[config.mk]
export PLATFORM = sky130hd
export DESIGN_NAME = istrc_top
export DESIGN_NICKNAME = d
export VERILOG_FILES = /design/src/rtl/istrc_pkg.sv /design/src/rtl/istrc_top.sv
export SDC_FILE = /design/constraint.sdc
export NUM_CORES = 1
export LEC_CHECK = 0
export ABC_AREA = 1
export BUFFER_PORTS_ARGS = -buffer_cell sky130_fd_sc_hd__buf_4
export CORE_ASPECT_RATIO = 1.75
export CORE_MARGIN = 1.5
export CORE_UTILIZATION = 39
export CTS_CLUSTER_DIAMETER = 50
export CTS_CLUSTER_SIZE = 40
export DETAILED_ROUTE_END_ITERATION = 7
export PLACE_DENSITY = 0.66
export SKIP_LAST_GASP = 1
export SLEW_MARGIN = 20
export SYNTH_ARGS = -nofsm -noshare
export SYNTH_HDL_FRONTEND = slang
export SYNTH_SLANG_ARGS = --single-unit
[constraint.sdc]
create_clock -name SYS_CLK -period 6.75 [get_ports SYS_CLK]
set_clock_uncertainty 0.2 [all_clocks]
set_input_delay 0.675 -clock SYS_CLK [delete_from_list [all_inputs] [get_ports SYS_CLK]]
set_output_delay 0.675 -clock SYS_CLK [all_outputs]
set_load 0.01 [all_outputs]
[src/rtl/istrc_pkg.sv]
// constants, field layouts and carrier types of the sample timing and rate control block
package istrc_pkg;

    ////////////////////////////////////////////////////////////////////////////
    // clock and timing
    localparam int unsigned CLK_HZ           = 20_000_000;
    localparam int unsigned CLK_PERIOD_NS    = 50;
    localparam int unsigned INT_SAMPLE_HZ    = 2000;
    localparam int unsigned INT_TICK_CYCLES  = CLK_HZ / INT_SAMPLE_HZ;
    localparam int unsigned DV_PULSE_NS      = 1000;
    localparam int unsigned DV_PULSE_CYCLES  = DV_PULSE_NS / CLK_PERIOD_NS;
    localparam int unsigned SYNC_PULSE_NS    = 1000;
    localparam int unsigned SYNC_PULSE_CYCLES = SYNC_PULSE_NS / CLK_PERIOD_NS;
    localparam int unsigned TICK_W           = 24;
    localparam int unsigned PULSE_W          = 8;
    localparam int unsigned PERIOD_W         = 26;
    localparam int unsigned ACC_W            = 27;

    ////////////////////////////////////////////////////////////////////////////
    // serial frames and byte addresses
    localparam logic [4:0] FRAME_BITS  = 5'h10;
    localparam logic [6:0] ADDR_CTRL_LO = 7'h60;
    localparam logic [6:0] ADDR_CTRL_HI = 7'h61;
    localparam logic [6:0] ADDR_UPS_LO  = 7'h62;
    localparam logic [6:0] ADDR_UPS_HI  = 7'h63;
    localparam logic [6:0] ADDR_DEC_LO  = 7'h64;
    localparam logic [6:0] ADDR_DEC_HI  = 7'h65;

    ////////////////////////////////////////////////////////////////////////////
    // reset values and masks
    localparam logic [15:0] CTRL_RESET    = 16'h00C1;
    localparam logic [15:0] CTRL_WMASK    = 16'h03DF;
    localparam logic [15:0] UPSCALE_RESET = 16'h07D0;
    localparam logic [15:0] DEC_RESET     = 16'h0000;
    localparam logic [10:0] DEC_MAX       = 11'h7CF;

    ////////////////////////////////////////////////////////////////////////////
    // timing modes
    localparam logic [1:0] SYNC_INTERNAL = 2'h0;
    localparam logic [1:0] SYNC_DIRECT   = 2'h1;
    localparam logic [1:0] SYNC_SCALED   = 2'h2;
    localparam logic [1:0] SYNC_OUTPUT   = 2'h3;

    typedef struct packed {
        logic [5:0] unused;
        logic       burst_word_width_select;
        logic       burst_delta_select;
        logic       gyro_lin_comp;
        logic       accel_corner_align;
        logic       spare;
        logic       sensor_bandwidth_select;
        logic [1:0] sync_mode;
        logic       sync_rising;
        logic       dv_active_high;
    } istrc_ctrl_t;

    typedef struct packed {
        logic       write;
        logic [6:0] addr;
        logic [7:0] data;
    } istrc_frame_t;

    typedef enum logic [1:0] {
        SER_IDLE  = 2'b01,
        SER_SHIFT = 2'b10
    } istrc_ser_state_t;

endpackage

[src/rtl/istrc_top.sv]
// sample timing, output rate and control word of the inertial sensor
`timescale 1ns/100ps
// What this block does
// - bit 9 selects 32 or 16-bit burst words
// - bit 8 selects delta or raw burst content
// - bit 7 enables gyro linear-acceleration compensation
// - bit 6 enables accelerometer corner alignment
// - bit 4 limits sensor bandwidth to 370 Hz
// - mode 00 samples from internal 2 kHz
// - mode 01 samples on timing pin edges
// - mode 10 multiplies slow timing pin clock
// - mode 11 internal clock, pin marks samples
// - bit 1 picks timing pin active edge
// - bit 0 set gives active-high data valid
// - default enables alignment and gyro compensation
// - multiplier register resets to 0x07D0
// - decimation uses bits 10:0, max 1999
// - decimation extends interval per output update
// - internal rate is 2000 over decimation+1
// - scaled rate is fsync times multiplier over decimation+1
// - direct mode uses multiplier of one
// - control word at 0x60, reset 0x00C1
module istrc_top #(
    parameter int unsigned INT_TICK_CYCLES = istrc_pkg::INT_TICK_CYCLES
) (
    // clock and reset
    input  wire logic SYS_CLK,
    input  wire logic RST_B,
    // serial port, mode 3
    input  wire logic SCLK,
    input  wire logic CS_B,
    input  wire logic DIN,
    output logic      DOUT,
    // timing pin
    input  wire logic SYNC_I,
    output logic      SYNC_O,
    output logic      SYNC_OE,
    // data valid pin
    output logic      DATA_VALID_PIN,
    // towards the sensor datapath
    output logic      SAMPLE_TICK,
    output logic      OUTPUT_UPDATE,
    output logic      BURST_WORD_WIDTH_SELECT,
    output logic      BURST_DELTA_SELECT,
    output logic      GYRO_LIN_COMP,
    output logic      ACCEL_CORNER_ALIGN,
    output logic      SENSOR_BANDWIDTH_SELECT
);

    ////////////////////////////////////////////////////////////////////////////
    // pin synchronisers
    logic [2:0] sclk_sync;
    logic [2:0] cs_sync;
    logic [1:0] din_sync;
    logic [2:0] sync_sync;

    always_ff @(posedge SYS_CLK or negedge RST_B)
    begin
        if (!RST_B)
        begin
            sclk_sync <= 3'h7;
            cs_sync   <= 3'h7;
            din_sync  <= 2'h0;
            sync_sync <= 3'h0;
        end
        else
        begin
            sclk_sync <= {sclk_sync[1:0], SCLK};
            cs_sync   <= {cs_sync[1:0], CS_B};
            din_sync  <= {din_sync[0], DIN};
            sync_sync <= {sync_sync[1:0], SYNC_I};
        end
    end

    logic sclk_rise;
    logic sclk_fall;
    logic cs_fall;
    logic cs_rise;
    assign sclk_rise = sclk_sync[1] & ~sclk_sync[2];
    assign sclk_fall = ~sclk_sync[1] & sclk_sync[2];
    assign cs_fall   = ~cs_sync[1] & cs_sync[2];
    assign cs_rise   = cs_sync[1] & ~cs_sync[2];

    ////////////////////////////////////////////////////////////////////////////
    // serial frame receiver
    istrc_pkg::istrc_ser_state_t ser_state;
    istrc_pkg::istrc_frame_t     frame;
    logic [4:0]                  bit_cnt;
    logic                        frame_done;
    logic [15:0]                 tx_shift;
    logic [6:0]                  rd_addr;
    logic [15:0]                 read_word;

    always_ff @(posedge SYS_CLK or negedge RST_B)
    begin
        if (!RST_B)
        begin
            ser_state  <= istrc_pkg::SER_IDLE;
            frame      <= '0;
            bit_cnt    <= '0;
            frame_done <= 1'b0;
        end
        else
        begin
            frame_done <= 1'b0;
            unique case (ser_state)
                istrc_pkg::SER_IDLE:
                begin
                    bit_cnt <= '0;
                    if (cs_fall)
                        ser_state <= istrc_pkg::SER_SHIFT;
                end
                istrc_pkg::SER_SHIFT:
                begin
                    if (cs_rise)
                    begin
                        ser_state <= istrc_pkg::SER_IDLE;
                        // short frames are dropped whole; long frames keep their first 16 bits
                        frame_done <= (bit_cnt == istrc_pkg::FRAME_BITS);
                    end
                    else if (sclk_rise && bit_cnt != istrc_pkg::FRAME_BITS)
                    begin
                        frame   <= {frame[14:0], din_sync[1]};
                        bit_cnt <= bit_cnt + 5'h01;
                    end
                end
            endcase
        end
    end

    logic wr_en;
    assign wr_en = frame_done & frame.write;

    // a read frame names the word returned in the next frame
    always_ff @(posedge SYS_CLK or negedge RST_B)
    begin
        if (!RST_B)
            rd_addr <= istrc_pkg::ADDR_CTRL_LO;
        else if (frame_done && !frame.write)
            rd_addr <= frame.addr;
    end

    ////////////////////////////////////////////////////////////////////////////
    // registers
    istrc_pkg::istrc_ctrl_t misc_control_word;
    logic [15:0]            external_clock_multiplier;
    logic [15:0]            output_decimation_rate;

    always_ff @(posedge SYS_CLK or negedge RST_B)
    begin
        if (!RST_B)
            misc_control_word <= istrc_pkg::CTRL_RESET;
        else if (wr_en && frame.addr == istrc_pkg::ADDR_CTRL_LO)
            misc_control_word[7:0] <= frame.data & istrc_pkg::CTRL_WMASK[7:0];
        else if (wr_en && frame.addr == istrc_pkg::ADDR_CTRL_HI)
            misc_control_word[15:8] <= frame.data & istrc_pkg::CTRL_WMASK[15:8];
    end

    always_ff @(posedge SYS_CLK or negedge RST_B)
    begin
        if (!RST_B)
            external_clock_multiplier <= istrc_pkg::UPSCALE_RESET;
        else if (wr_en && frame.addr == istrc_pkg::ADDR_UPS_LO)
            external_clock_multiplier[7:0] <= frame.data;
        else if (wr_en && frame.addr == istrc_pkg::ADDR_UPS_HI)
            external_clock_multiplier[15:8] <= frame.data;
    end

    always_ff @(posedge SYS_CLK or negedge RST_B)
    begin
        if (!RST_B)
            output_decimation_rate <= istrc_pkg::DEC_RESET;
        else if (wr_en && frame.addr == istrc_pkg::ADDR_DEC_LO)
            output_decimation_rate[7:0] <= frame.data;
        else if (wr_en && frame.addr == istrc_pkg::ADDR_DEC_HI)
            output_decimation_rate[15:8] <= frame.data;
    end

    always_comb
    begin
        unique case ({rd_addr[6:1], 1'b0})
            istrc_pkg::ADDR_CTRL_LO: read_word = misc_control_word;
            istrc_pkg::ADDR_UPS_LO:  read_word = external_clock_multiplier;
            istrc_pkg::ADDR_DEC_LO:  read_word = output_decimation_rate;
            default:                 read_word = 16'h0000;
        endcase
    end

    // word loaded at frame start, bits leave on falling clock edges
    always_ff @(posedge SYS_CLK or negedge RST_B)
    begin
        if (!RST_B)
        begin
            tx_shift <= '0;
            DOUT     <= 1'b0;
        end
        else if (cs_fall)
            tx_shift <= read_word;
        else if (ser_state == istrc_pkg::SER_SHIFT && sclk_fall)
        begin
            DOUT     <= tx_shift[15];
            tx_shift <= {tx_shift[14:0], 1'b0};
        end
    end

    ////////////////////////////////////////////////////////////////////////////
    // sample clock sources
    logic [istrc_pkg::TICK_W-1:0]   int_cnt;
    logic                           int_tick;
    logic                           ext_edge;
    logic [istrc_pkg::PERIOD_W-1:0] per_cnt;
    logic [istrc_pkg::PERIOD_W-1:0] period;
    logic [istrc_pkg::ACC_W-1:0]    acc;
    logic [istrc_pkg::ACC_W-1:0]    next_acc;
    logic                           scale_tick;
    logic                           sample_src;

    assign int_tick = (int_cnt == istrc_pkg::TICK_W'(INT_TICK_CYCLES - 1));

    always_ff @(posedge SYS_CLK or negedge RST_B)
    begin
        if (!RST_B)
            int_cnt <= '0;
        else if (int_tick)
            int_cnt <= '0;
        else
            int_cnt <= int_cnt + 1'b1;
    end

    assign ext_edge = misc_control_word.sync_rising ? (sync_sync[1] & ~sync_sync[2])
                                                    : (~sync_sync[1] & sync_sync[2]);

    // slow input period measured in system cycles, saturating
    always_ff @(posedge SYS_CLK or negedge RST_B)
    begin
        if (!RST_B)
        begin
            per_cnt <= '0;
            period  <= '0;
        end
        else if (ext_edge)
        begin
            per_cnt <= '0;
            period  <= per_cnt + 1'b1;
        end
        else if (per_cnt != '1)
            per_cnt <= per_cnt + 1'b1;
    end

    // adding the multiplier each cycle against the period yields exactly
    // multiplier ticks per input period without a divider
    assign next_acc   = acc + istrc_pkg::ACC_W'(external_clock_multiplier);
    assign scale_tick = (period != '0) && (next_acc >= istrc_pkg::ACC_W'(period));

    always_ff @(posedge SYS_CLK or negedge RST_B)
    begin
        if (!RST_B)
            acc <= '0;
        else if (misc_control_word.sync_mode != istrc_pkg::SYNC_SCALED || period == '0)
            acc <= '0;
        else if (scale_tick)
            acc <= next_acc - istrc_pkg::ACC_W'(period);
        else
            acc <= next_acc;
    end

    always_comb
    begin
        unique case (misc_control_word.sync_mode)
            istrc_pkg::SYNC_INTERNAL: sample_src = int_tick;
            istrc_pkg::SYNC_DIRECT:   sample_src = ext_edge;
            istrc_pkg::SYNC_SCALED:   sample_src = scale_tick;
            istrc_pkg::SYNC_OUTPUT:   sample_src = int_tick;
        endcase
    end

    ////////////////////////////////////////////////////////////////////////////
    // decimation
    logic [10:0] dec_eff;
    logic [10:0] dec_cnt;
    logic        update;

    assign dec_eff = (output_decimation_rate[10:0] > istrc_pkg::DEC_MAX) ? istrc_pkg::DEC_MAX
                                                                         : output_decimation_rate[10:0];
    assign update  = sample_src && (dec_cnt >= dec_eff);

    always_ff @(posedge SYS_CLK or negedge RST_B)
    begin
        if (!RST_B)
            dec_cnt <= '0;
        else if (update)
            dec_cnt <= '0;
        else if (sample_src)
            dec_cnt <= dec_cnt + 11'h001;
    end

    always_ff @(posedge SYS_CLK or negedge RST_B)
    begin
        if (!RST_B)
        begin
            SAMPLE_TICK   <= 1'b0;
            OUTPUT_UPDATE <= 1'b0;
        end
        else
        begin
            SAMPLE_TICK   <= sample_src;
            OUTPUT_UPDATE <= update;
        end
    end

    ////////////////////////////////////////////////////////////////////////////
    // configuration outputs
    // burst layout only switches at an update so one array never mixes types
    always_ff @(posedge SYS_CLK or negedge RST_B)
    begin
        if (!RST_B)
        begin
            BURST_WORD_WIDTH_SELECT <= istrc_pkg::CTRL_RESET[9];
            BURST_DELTA_SELECT      <= istrc_pkg::CTRL_RESET[8];
        end
        else if (update)
        begin
            BURST_WORD_WIDTH_SELECT <= misc_control_word.burst_word_width_select;
            BURST_DELTA_SELECT      <= misc_control_word.burst_delta_select;
        end
    end

    always_ff @(posedge SYS_CLK or negedge RST_B)
    begin
        if (!RST_B)
        begin
            GYRO_LIN_COMP           <= istrc_pkg::CTRL_RESET[7];
            ACCEL_CORNER_ALIGN      <= istrc_pkg::CTRL_RESET[6];
            SENSOR_BANDWIDTH_SELECT <= istrc_pkg::CTRL_RESET[4];
        end
        else
        begin
            GYRO_LIN_COMP           <= misc_control_word.gyro_lin_comp;
            ACCEL_CORNER_ALIGN      <= misc_control_word.accel_corner_align;
            SENSOR_BANDWIDTH_SELECT <= misc_control_word.sensor_bandwidth_select;
        end
    end

    ////////////////////////////////////////////////////////////////////////////
    // data valid and timing pin outputs
    logic [istrc_pkg::PULSE_W-1:0] dv_cnt;
    logic [istrc_pkg::PULSE_W-1:0] next_dv_cnt;
    logic [istrc_pkg::PULSE_W-1:0] sy_cnt;
    logic [istrc_pkg::PULSE_W-1:0] next_sy_cnt;

    assign next_dv_cnt = update ? istrc_pkg::PULSE_W'(istrc_pkg::DV_PULSE_CYCLES)
                       : (dv_cnt != '0) ? dv_cnt - 1'b1 : dv_cnt;
    assign next_sy_cnt = int_tick ? istrc_pkg::PULSE_W'(istrc_pkg::SYNC_PULSE_CYCLES)
                       : (sy_cnt != '0) ? sy_cnt - 1'b1 : sy_cnt;

    always_ff @(posedge SYS_CLK or negedge RST_B)
    begin
        if (!RST_B)
        begin
            dv_cnt         <= '0;
            DATA_VALID_PIN <= ~istrc_pkg::CTRL_RESET[0];
        end
        else
        begin
            dv_cnt         <= next_dv_cnt;
            DATA_VALID_PIN <= (next_dv_cnt != '0) ^ ~misc_control_word.dv_active_high;
        end
    end

    // pulse sits in the active-edge direction: rising marks low-high-low
    always_ff @(posedge SYS_CLK or negedge RST_B)
    begin
        if (!RST_B)
        begin
            sy_cnt  <= '0;
            SYNC_O  <= 1'b0;
            SYNC_OE <= 1'b0;
        end
        else
        begin
            sy_cnt  <= next_sy_cnt;
            SYNC_OE <= (misc_control_word.sync_mode == istrc_pkg::SYNC_OUTPUT);
            SYNC_O  <= (misc_control_word.sync_mode == istrc_pkg::SYNC_OUTPUT)
                     & ((next_sy_cnt != '0) ^ ~misc_control_word.sync_rising);
        end
    end

endmodule

Word-level counts from Yosys, hierarchy flattened
Cells that the tools add are included.

word-level totals
  output and inout port bits = 11
  flip-flop bits (word level) = 240
  word-level logic and storage cells = 155

cells by class
  reductions and logical operators = 31
  muxes and demuxes = 25
  equality and inequality tests = 23
  $add $sub $neg = 8
  magnitude comparators = 3
  bitwise gates (word level) = 23

operators with widths
  kind                                              count
  2-to-1 mux 27 bit                                 2
  2-to-1 mux 26 bit                                 2
  one-hot mux 16 bit (3 select lines)               1
  == test 7 bit, second input constant              6
  2-to-1 mux 11 bit                                 3
  2-to-1 mux 16 bit                                 2
  2-to-1 mux 8 bit                                  4
  nonzero test 8 bit                                4
  adder 27 x 16 -> 27 bit                           1
  greater-or-equal comparator 27 x 26 -> 1 bit      1
  subtractor 27 x 26 -> 27 bit                      1
  adder 26 x 1 -> 26 bit, second input constant     1
  zero test 26 bit                                  1
  != test 26 bit, second input constant             1
  nonzero test 26 bit                               1
  adder 24 x 1 -> 24 bit, second input constant     1
  == test 24 x 14 -> 1 bit, second input constant   1
  2-to-1 mux 24 bit                                 1
  == test 6 bit, second input constant              3
  subtractor 8 x 1 -> 8 bit, second input constant  2
  NOT 1 bit                                         13
  AND reduction 2 bit                               6
  adder 11 x 1 -> 11 bit, second input constant     1
  greater-or-equal comparator 11 bit                1
  22 further kinds                                  53

Longest topological paths before layout
  word-level depth = 8
  depth in mapped cells = 30
  mapped depth without buffers = 30

Worst setup path after synthesis
Ideal clock, no wire load.

  path kind = register to register
  start point = reg external_clock_multiplier[0]
  end point = reg DATA_VALID_PIN
  stages on the path, launching flop included = 25
  setup slack = 2.910 ns
  data arrival time = 3.523 ns
  required time = 6.434 ns
  clock period less this slack = 3.840 ns
  path through = dfrtp_1 -> ha_1 -> fa_1 -> nand3_1 -> nand3_2 -> a21oi_1 -> o21ai_2 -> nand4_1 -> xor2_1 -> inv_1 -> ha_1 -> a21oi_1 -> o21ai_0 -> a21oi_1 -> nand3_2 -> nand2_1 -> nand3_2 -> nand2_2 -> nand2_2 -> nand3_4 -> nand3_1 -> nor2_2 -> nand2_1 -> nand2_1 -> nand2_1

on the way
  word-level cells in the longest chain between the ends = 8

RTL lines
  what                                          line              text
  start, declared                               istrc_top.sv:146  logic [15:0] external_clock_multiplier;
  start signal, assigned                        istrc_top.sv:162  external_clock_multiplier <= istrc_pkg::UPSCALE_RESET;
  start signal, assigned                        istrc_top.sv:164  external_clock_multiplier[7:0] <= frame.data;
  adder 27 x 16 -> 27 bit                       istrc_top.sv:252  assign next_acc = acc + istrc_pkg::ACC_W'(external_clock_multiplier);
  greater-or-equal comparator 27 x 26 -> 1 bit  istrc_top.sv:253  assign scale_tick = (period != '0) && (next_acc >= istrc_pkg::ACC_W'(period));
  logical AND 1 bit                             istrc_top.sv:253
  one-hot mux 1 bit (3 select lines)            istrc_top.sv:269  unique case (misc_control_word.sync_mode)
  logical AND 1 bit                             istrc_top.sv:285  assign update = sample_src && (dec_cnt >= dec_eff);
  2-to-1 mux 8 bit                              istrc_top.sv:351  assign next_dv_cnt = update ? istrc_pkg::PULSE_W'(istrc_pkg::DV_PULSE_CYCLES)
  nonzero test 8 bit                            istrc_top.sv:366  DATA_VALID_PIN <= (next_dv_cnt != '0) ^ ~misc_control_word.dv_active_high;
  bitwise XOR 1 bit                             istrc_top.sv:366
  end signal, assigned                          istrc_top.sv:361  DATA_VALID_PIN <= ~istrc_pkg::CTRL_RESET[0];
  end signal, assigned                          istrc_top.sv:366
  end, declared                                 istrc_top.sv:39   output logic DATA_VALID_PIN,

No other way between the ends.
A chain may end at the register's enable or synchronous reset.

Worst setup path in the final report
  start point = reg external_clock_multiplier[0]
  end point = reg acc[1] (netlist name)

on the way
  word-level cells in the longest chain between the ends = 5

RTL lines
  what                                          line              text
  adder 27 x 16 -> 27 bit *                     istrc_top.sv:252
  greater-or-equal comparator 27 x 26 -> 1 bit  istrc_top.sv:253
  logical AND 1 bit                             istrc_top.sv:253
  2-to-1 mux 27 bit *                           istrc_top.sv:261  else if (scale_tick)
  2-to-1 mux 27 bit *                           istrc_top.sv:259  else if (misc_control_word.sync_mode != istrc_pkg::SYNC_SCALED || period == '0)
  end signal, assigned                          istrc_top.sv:262  acc <= next_acc - istrc_pkg::ACC_W'(period);
  end signal, assigned                          istrc_top.sv:264  acc <= next_acc;
  end, declared                                 istrc_top.sv:213  logic [istrc_pkg::ACC_W-1:0] acc;

Every way passes the cells marked *; elsewhere a longest branch is shown, timed or not.

==> summary.txt <==
Status
  – Status: completed

Timing
  – Final Hold Viols: 0
  – Post-Route Hold Slack: 12.9 ps
  – Slew @ Worst Pin: 969 ps
  – Pins over their slew limit: 0
  – Relative slew slack: between 30% and 40%
  – Fmax achieved: 0.201 GHz
  – TNS Setup: 0 ps
  – Unrepaired setup endpoints after global routing: false
  – Final setup viols: 0
  – Final period util: 73.9%
  – Tmin final: 4980 ps

Routing
  – Drt first-iter violations: 530
  – Via/cell ratio: 5.07
  – Via count: ~11000
  – DRT antenna net count: 0
  – Residual DRC: 0
  – Total detailed-routing wirelength: 32.3 mm
  – First drt pass iteration count: 5
  – DR WL/cell: 14.8 µm

Pwr
  – Combinational Power Share: 15.6%
  – Sw Share: around a third
  – Int Pwr: 0.00223 W
  – Total power: 0.00328 W
  – Psw: roughly 0.0010 W
  – P per Cell Area: 221 nW/µm²
  – Clock power share: 37.7%
  – Sequential Power Share: 46.7%
  – LEAKAGE: 7.45 nW
  – Worst IR Drop VDD: about 0.00016 V

Yosys
  – Synth Net Count: about 1800
  – Count leader, synth: nand2_1
  – Mean Syn Cell Area: 7.99 µm²
  – Gate Count Post-Synth: 1695
  – Synthesized area: 13500 µm²
  – YS warnings: 0
  – Post-synth EDFFs: 0
  – Yosys reg bits: 239
  – Ys async rst share: 100%
  – Post-synthesis sequential area ratio: 44.3%
  – Ranking of synthesized cells by area: dfrtp_1 (40%), nand2_1 (11%), inv_1 (6.3%)
  – Netlist cell types: just over 60
  – Post-synth top area cell: dfrtp_1
  – Synth cell count leaders: nand2_1 (411), inv_1 (226), dfrtp_1 (219)
  – Post-synth top area share: 40.5%
  – Main flop type after synthesis: dfrtp_1

Floorplan
  – Rows: 90
  – Core ar.: 34300 µm²
  – I/O pin cnt: 17
  – Die ar.: between 30000 and 40000 µm²
  – Die Span Y: 250 µm
  – Initial Util: 39.4%
  – Die W: 144 µm

Layout
  – Share of cells above drive strength 1: about 8%
  – Area delta synth->final: 9.62%
  – Antenna cells: 0
  – Fin util: a little over two fifths
  – Cell area after layout: 14800 µm²
  – Nets: 1776

Worst setup path
  – Critical-path cell list: ha_1, fa_1, nand3_1, nand3_2, a21oi_1, o21ai_2, nand4_1, xor2_1, inv_1, ha_1, nand2_1, nor2_1, nand2_1, nor2_1, nand2_2, nand3_2, nand2_1, nand3_2, nand2_2, inv_2, o21ai_0, a21oi_1
  – CP max stage cell: inv_2
  – Startpoint types: flop
  – CP Data Required Time: 6990 ps
  – Worst path top cell family by delay: simple AND/OR/NAND/NOR gates
  – Internal reg-to-reg setup slack: 1770 ps
  – CP max stage delay: 490 ps
  – Endpoint class of the critical path: flop
  – Setup CP Type: flop to flop
  – Crit Reg-Reg Startpoint: external_clock_multiplier[0]
  – Crit-path max FO: 46
  – Crit path arrival time: 5220 ps
  – Worst Path Buf+Inv: 2
  – Critical path origin: external_clock_multiplier[0]

Clock network
  – CTS Buf Count: 20
  – Sink Count: 239
  – Clk_lat worst skew: 550 ps
  – Root buffer cell: clkbuf_16
  – Setup Buffers After CTS: 0
  – H-tree depth: 1
  – Clk buf depth: 3
  – Clock-pin slew of the registers on the worst-case setup and hold paths: 80 ps
  – CTS tree: built
  – Hold buffer count at cts: 0
  – PostCTS Resize Cnt: 0

Job
  – Max-capacitance violation count: 0

GRT
  – First-pass GRT wire length: approximately 53 mm
  – Antenna violations before repair: 0
  – Vias in the first global route: 11300
  – GRT overflow: 0
  – Largest net degree at the start of global routing: around 130
  – Gr usage total: 18.2%

Place
  – HPWL Detailed: 24.9 mm
  – Port bufs: 16
  – Routability cong.: 0.913
  – Placed Instance Area: 14100 µm²

Min path
  – Tightest Hold Check Type: primary input to async pin
per-layer routing:
metal | GRT usage, % | wire, µm | up-vias
met4 | 12.1 | 2310 | 0
met5 | 0 | 0 | -
met3 | 1.73 | 815 | 114
met2 | 35.3 | 17500 | 216
li1 | - | - | 5542
met1 | 17.6 | 11700 | 5170
state kept, by name, summed over array words and instances, names as in the netlist, 2 cells and up:
register,cells
acc,27
sy_cnt,8
sync_sync,3
bit_cnt,5
external_clock_multiplier,16
period,26
tx_shift,16
per_cnt,26
cs_sync,3
din_sync,2
output_decimation_rate,16
sclk_sync,3
rd_addr,6
int_cnt,24
dec_cnt,11
frame,16
ser_state,2
misc_control_word,9
dv_cnt,8
cell usage in the layout, fill, tap and decap left out, drive strengths merged, types with 2 or more instances in the layout:
master	count
nand3	55
o21a	2
fa	2
clkbuf	20
and2	2
clkinv	8
a31oi	7
nand2	422
dfstp	20
o22a	2
a211oi	3
o21ai	175
buf	22
nor3b	2
or2	8
a21oi	101
ha	65
o211ai	7
inv	239
xnor2	24
nor4	19
o31ai	9
a22o	6
and3	2
o21bai	7
a21o	4
nor2	145
nor3	26
dfrtp	219
nand4	32
xor2	50
o2111ai	2
final cells by class:
| class | count | area [µm²] |
|---|---|---|
| multi-input cells | 1189 | 6520 |
| well taps | 460 | 576 |
| fillers | 3351 | 19500 |
| flip-flops and latches | 239 | 6010 |
| inverters | 231 | 867 |
| repair buffers | 22 | 176 |
| clock inverters | 16 | 196 |
| clock buffers | 20 | 500 |
power by group through the flow:
stage          Combinational (W)  Sequential [W]  Clock (W)
2_1_floorplan           0.000359         0.00155          0
3_3_place_gp            0.000501         0.00156          0
3_5_place_dp            0.000510         0.00156          0
4_1_cts                 0.000513         0.00153    0.00127
5_1_grt                 0.000570         0.00154    0.00132
6_report                0.000511         0.00153    0.00124
worst reg2reg max path: stages, from the launching register on:
cell	delay (ps)
dfrtp_1	420
ha_1	280
fa_1	480
nand3_1	140
nand3_2	200
a21oi_1	310
o21ai_2	130
nand4_1	100
xor2_1	210
inv_1	70
ha_1	330
nand2_1	90
nor2_1	160
nand2_1	120
nor2_1	140
nand2_2	70
nand3_2	70
nand2_1	70
nand3_2	160
nand2_2	160
inv_2	490
o21ai_0	230
a21oi_1	240
logic make-up (layout without fill, tap and decap cells):
group,Yosys count,in the layout,share of synthesized area (%)
multiplexers,1,1,0.0832
AO/OA/AOI/OAI,331,331,13.4
buffers and inverters,267,289,7.54
XOR/XNOR,74,74,4.84
adder cells (fa/ha/maj),67,67,6.30
flip-flops,239,239,44.3
AND/OR/NAND/NOR,716,716,23.5
metrics by stage:
step	setup WS, ps	std cells
4_1_cts	1820	2177
5_1_grt	1390	2177
3_3_place_gp	1920	2141
3_5_place_dp	1830	2141
6_report	1770	2177
2_1_floorplan	2910	1695
path summary, 6_finish.rpt:
path                                endpoint  depth (start not counted)
worst min-delay path             int_cnt[17]                          1
max in group asynchronous          dv_cnt[6]                          2
worst min register to register   din_sync[1]                          0
worst max register to register        acc[1]                         22
worst max-delay path                  acc[1]                         22
min in group SYS_CLK            sclk_sync[0]                          1
No activity file was read; power rests on OpenSTA's default activity.
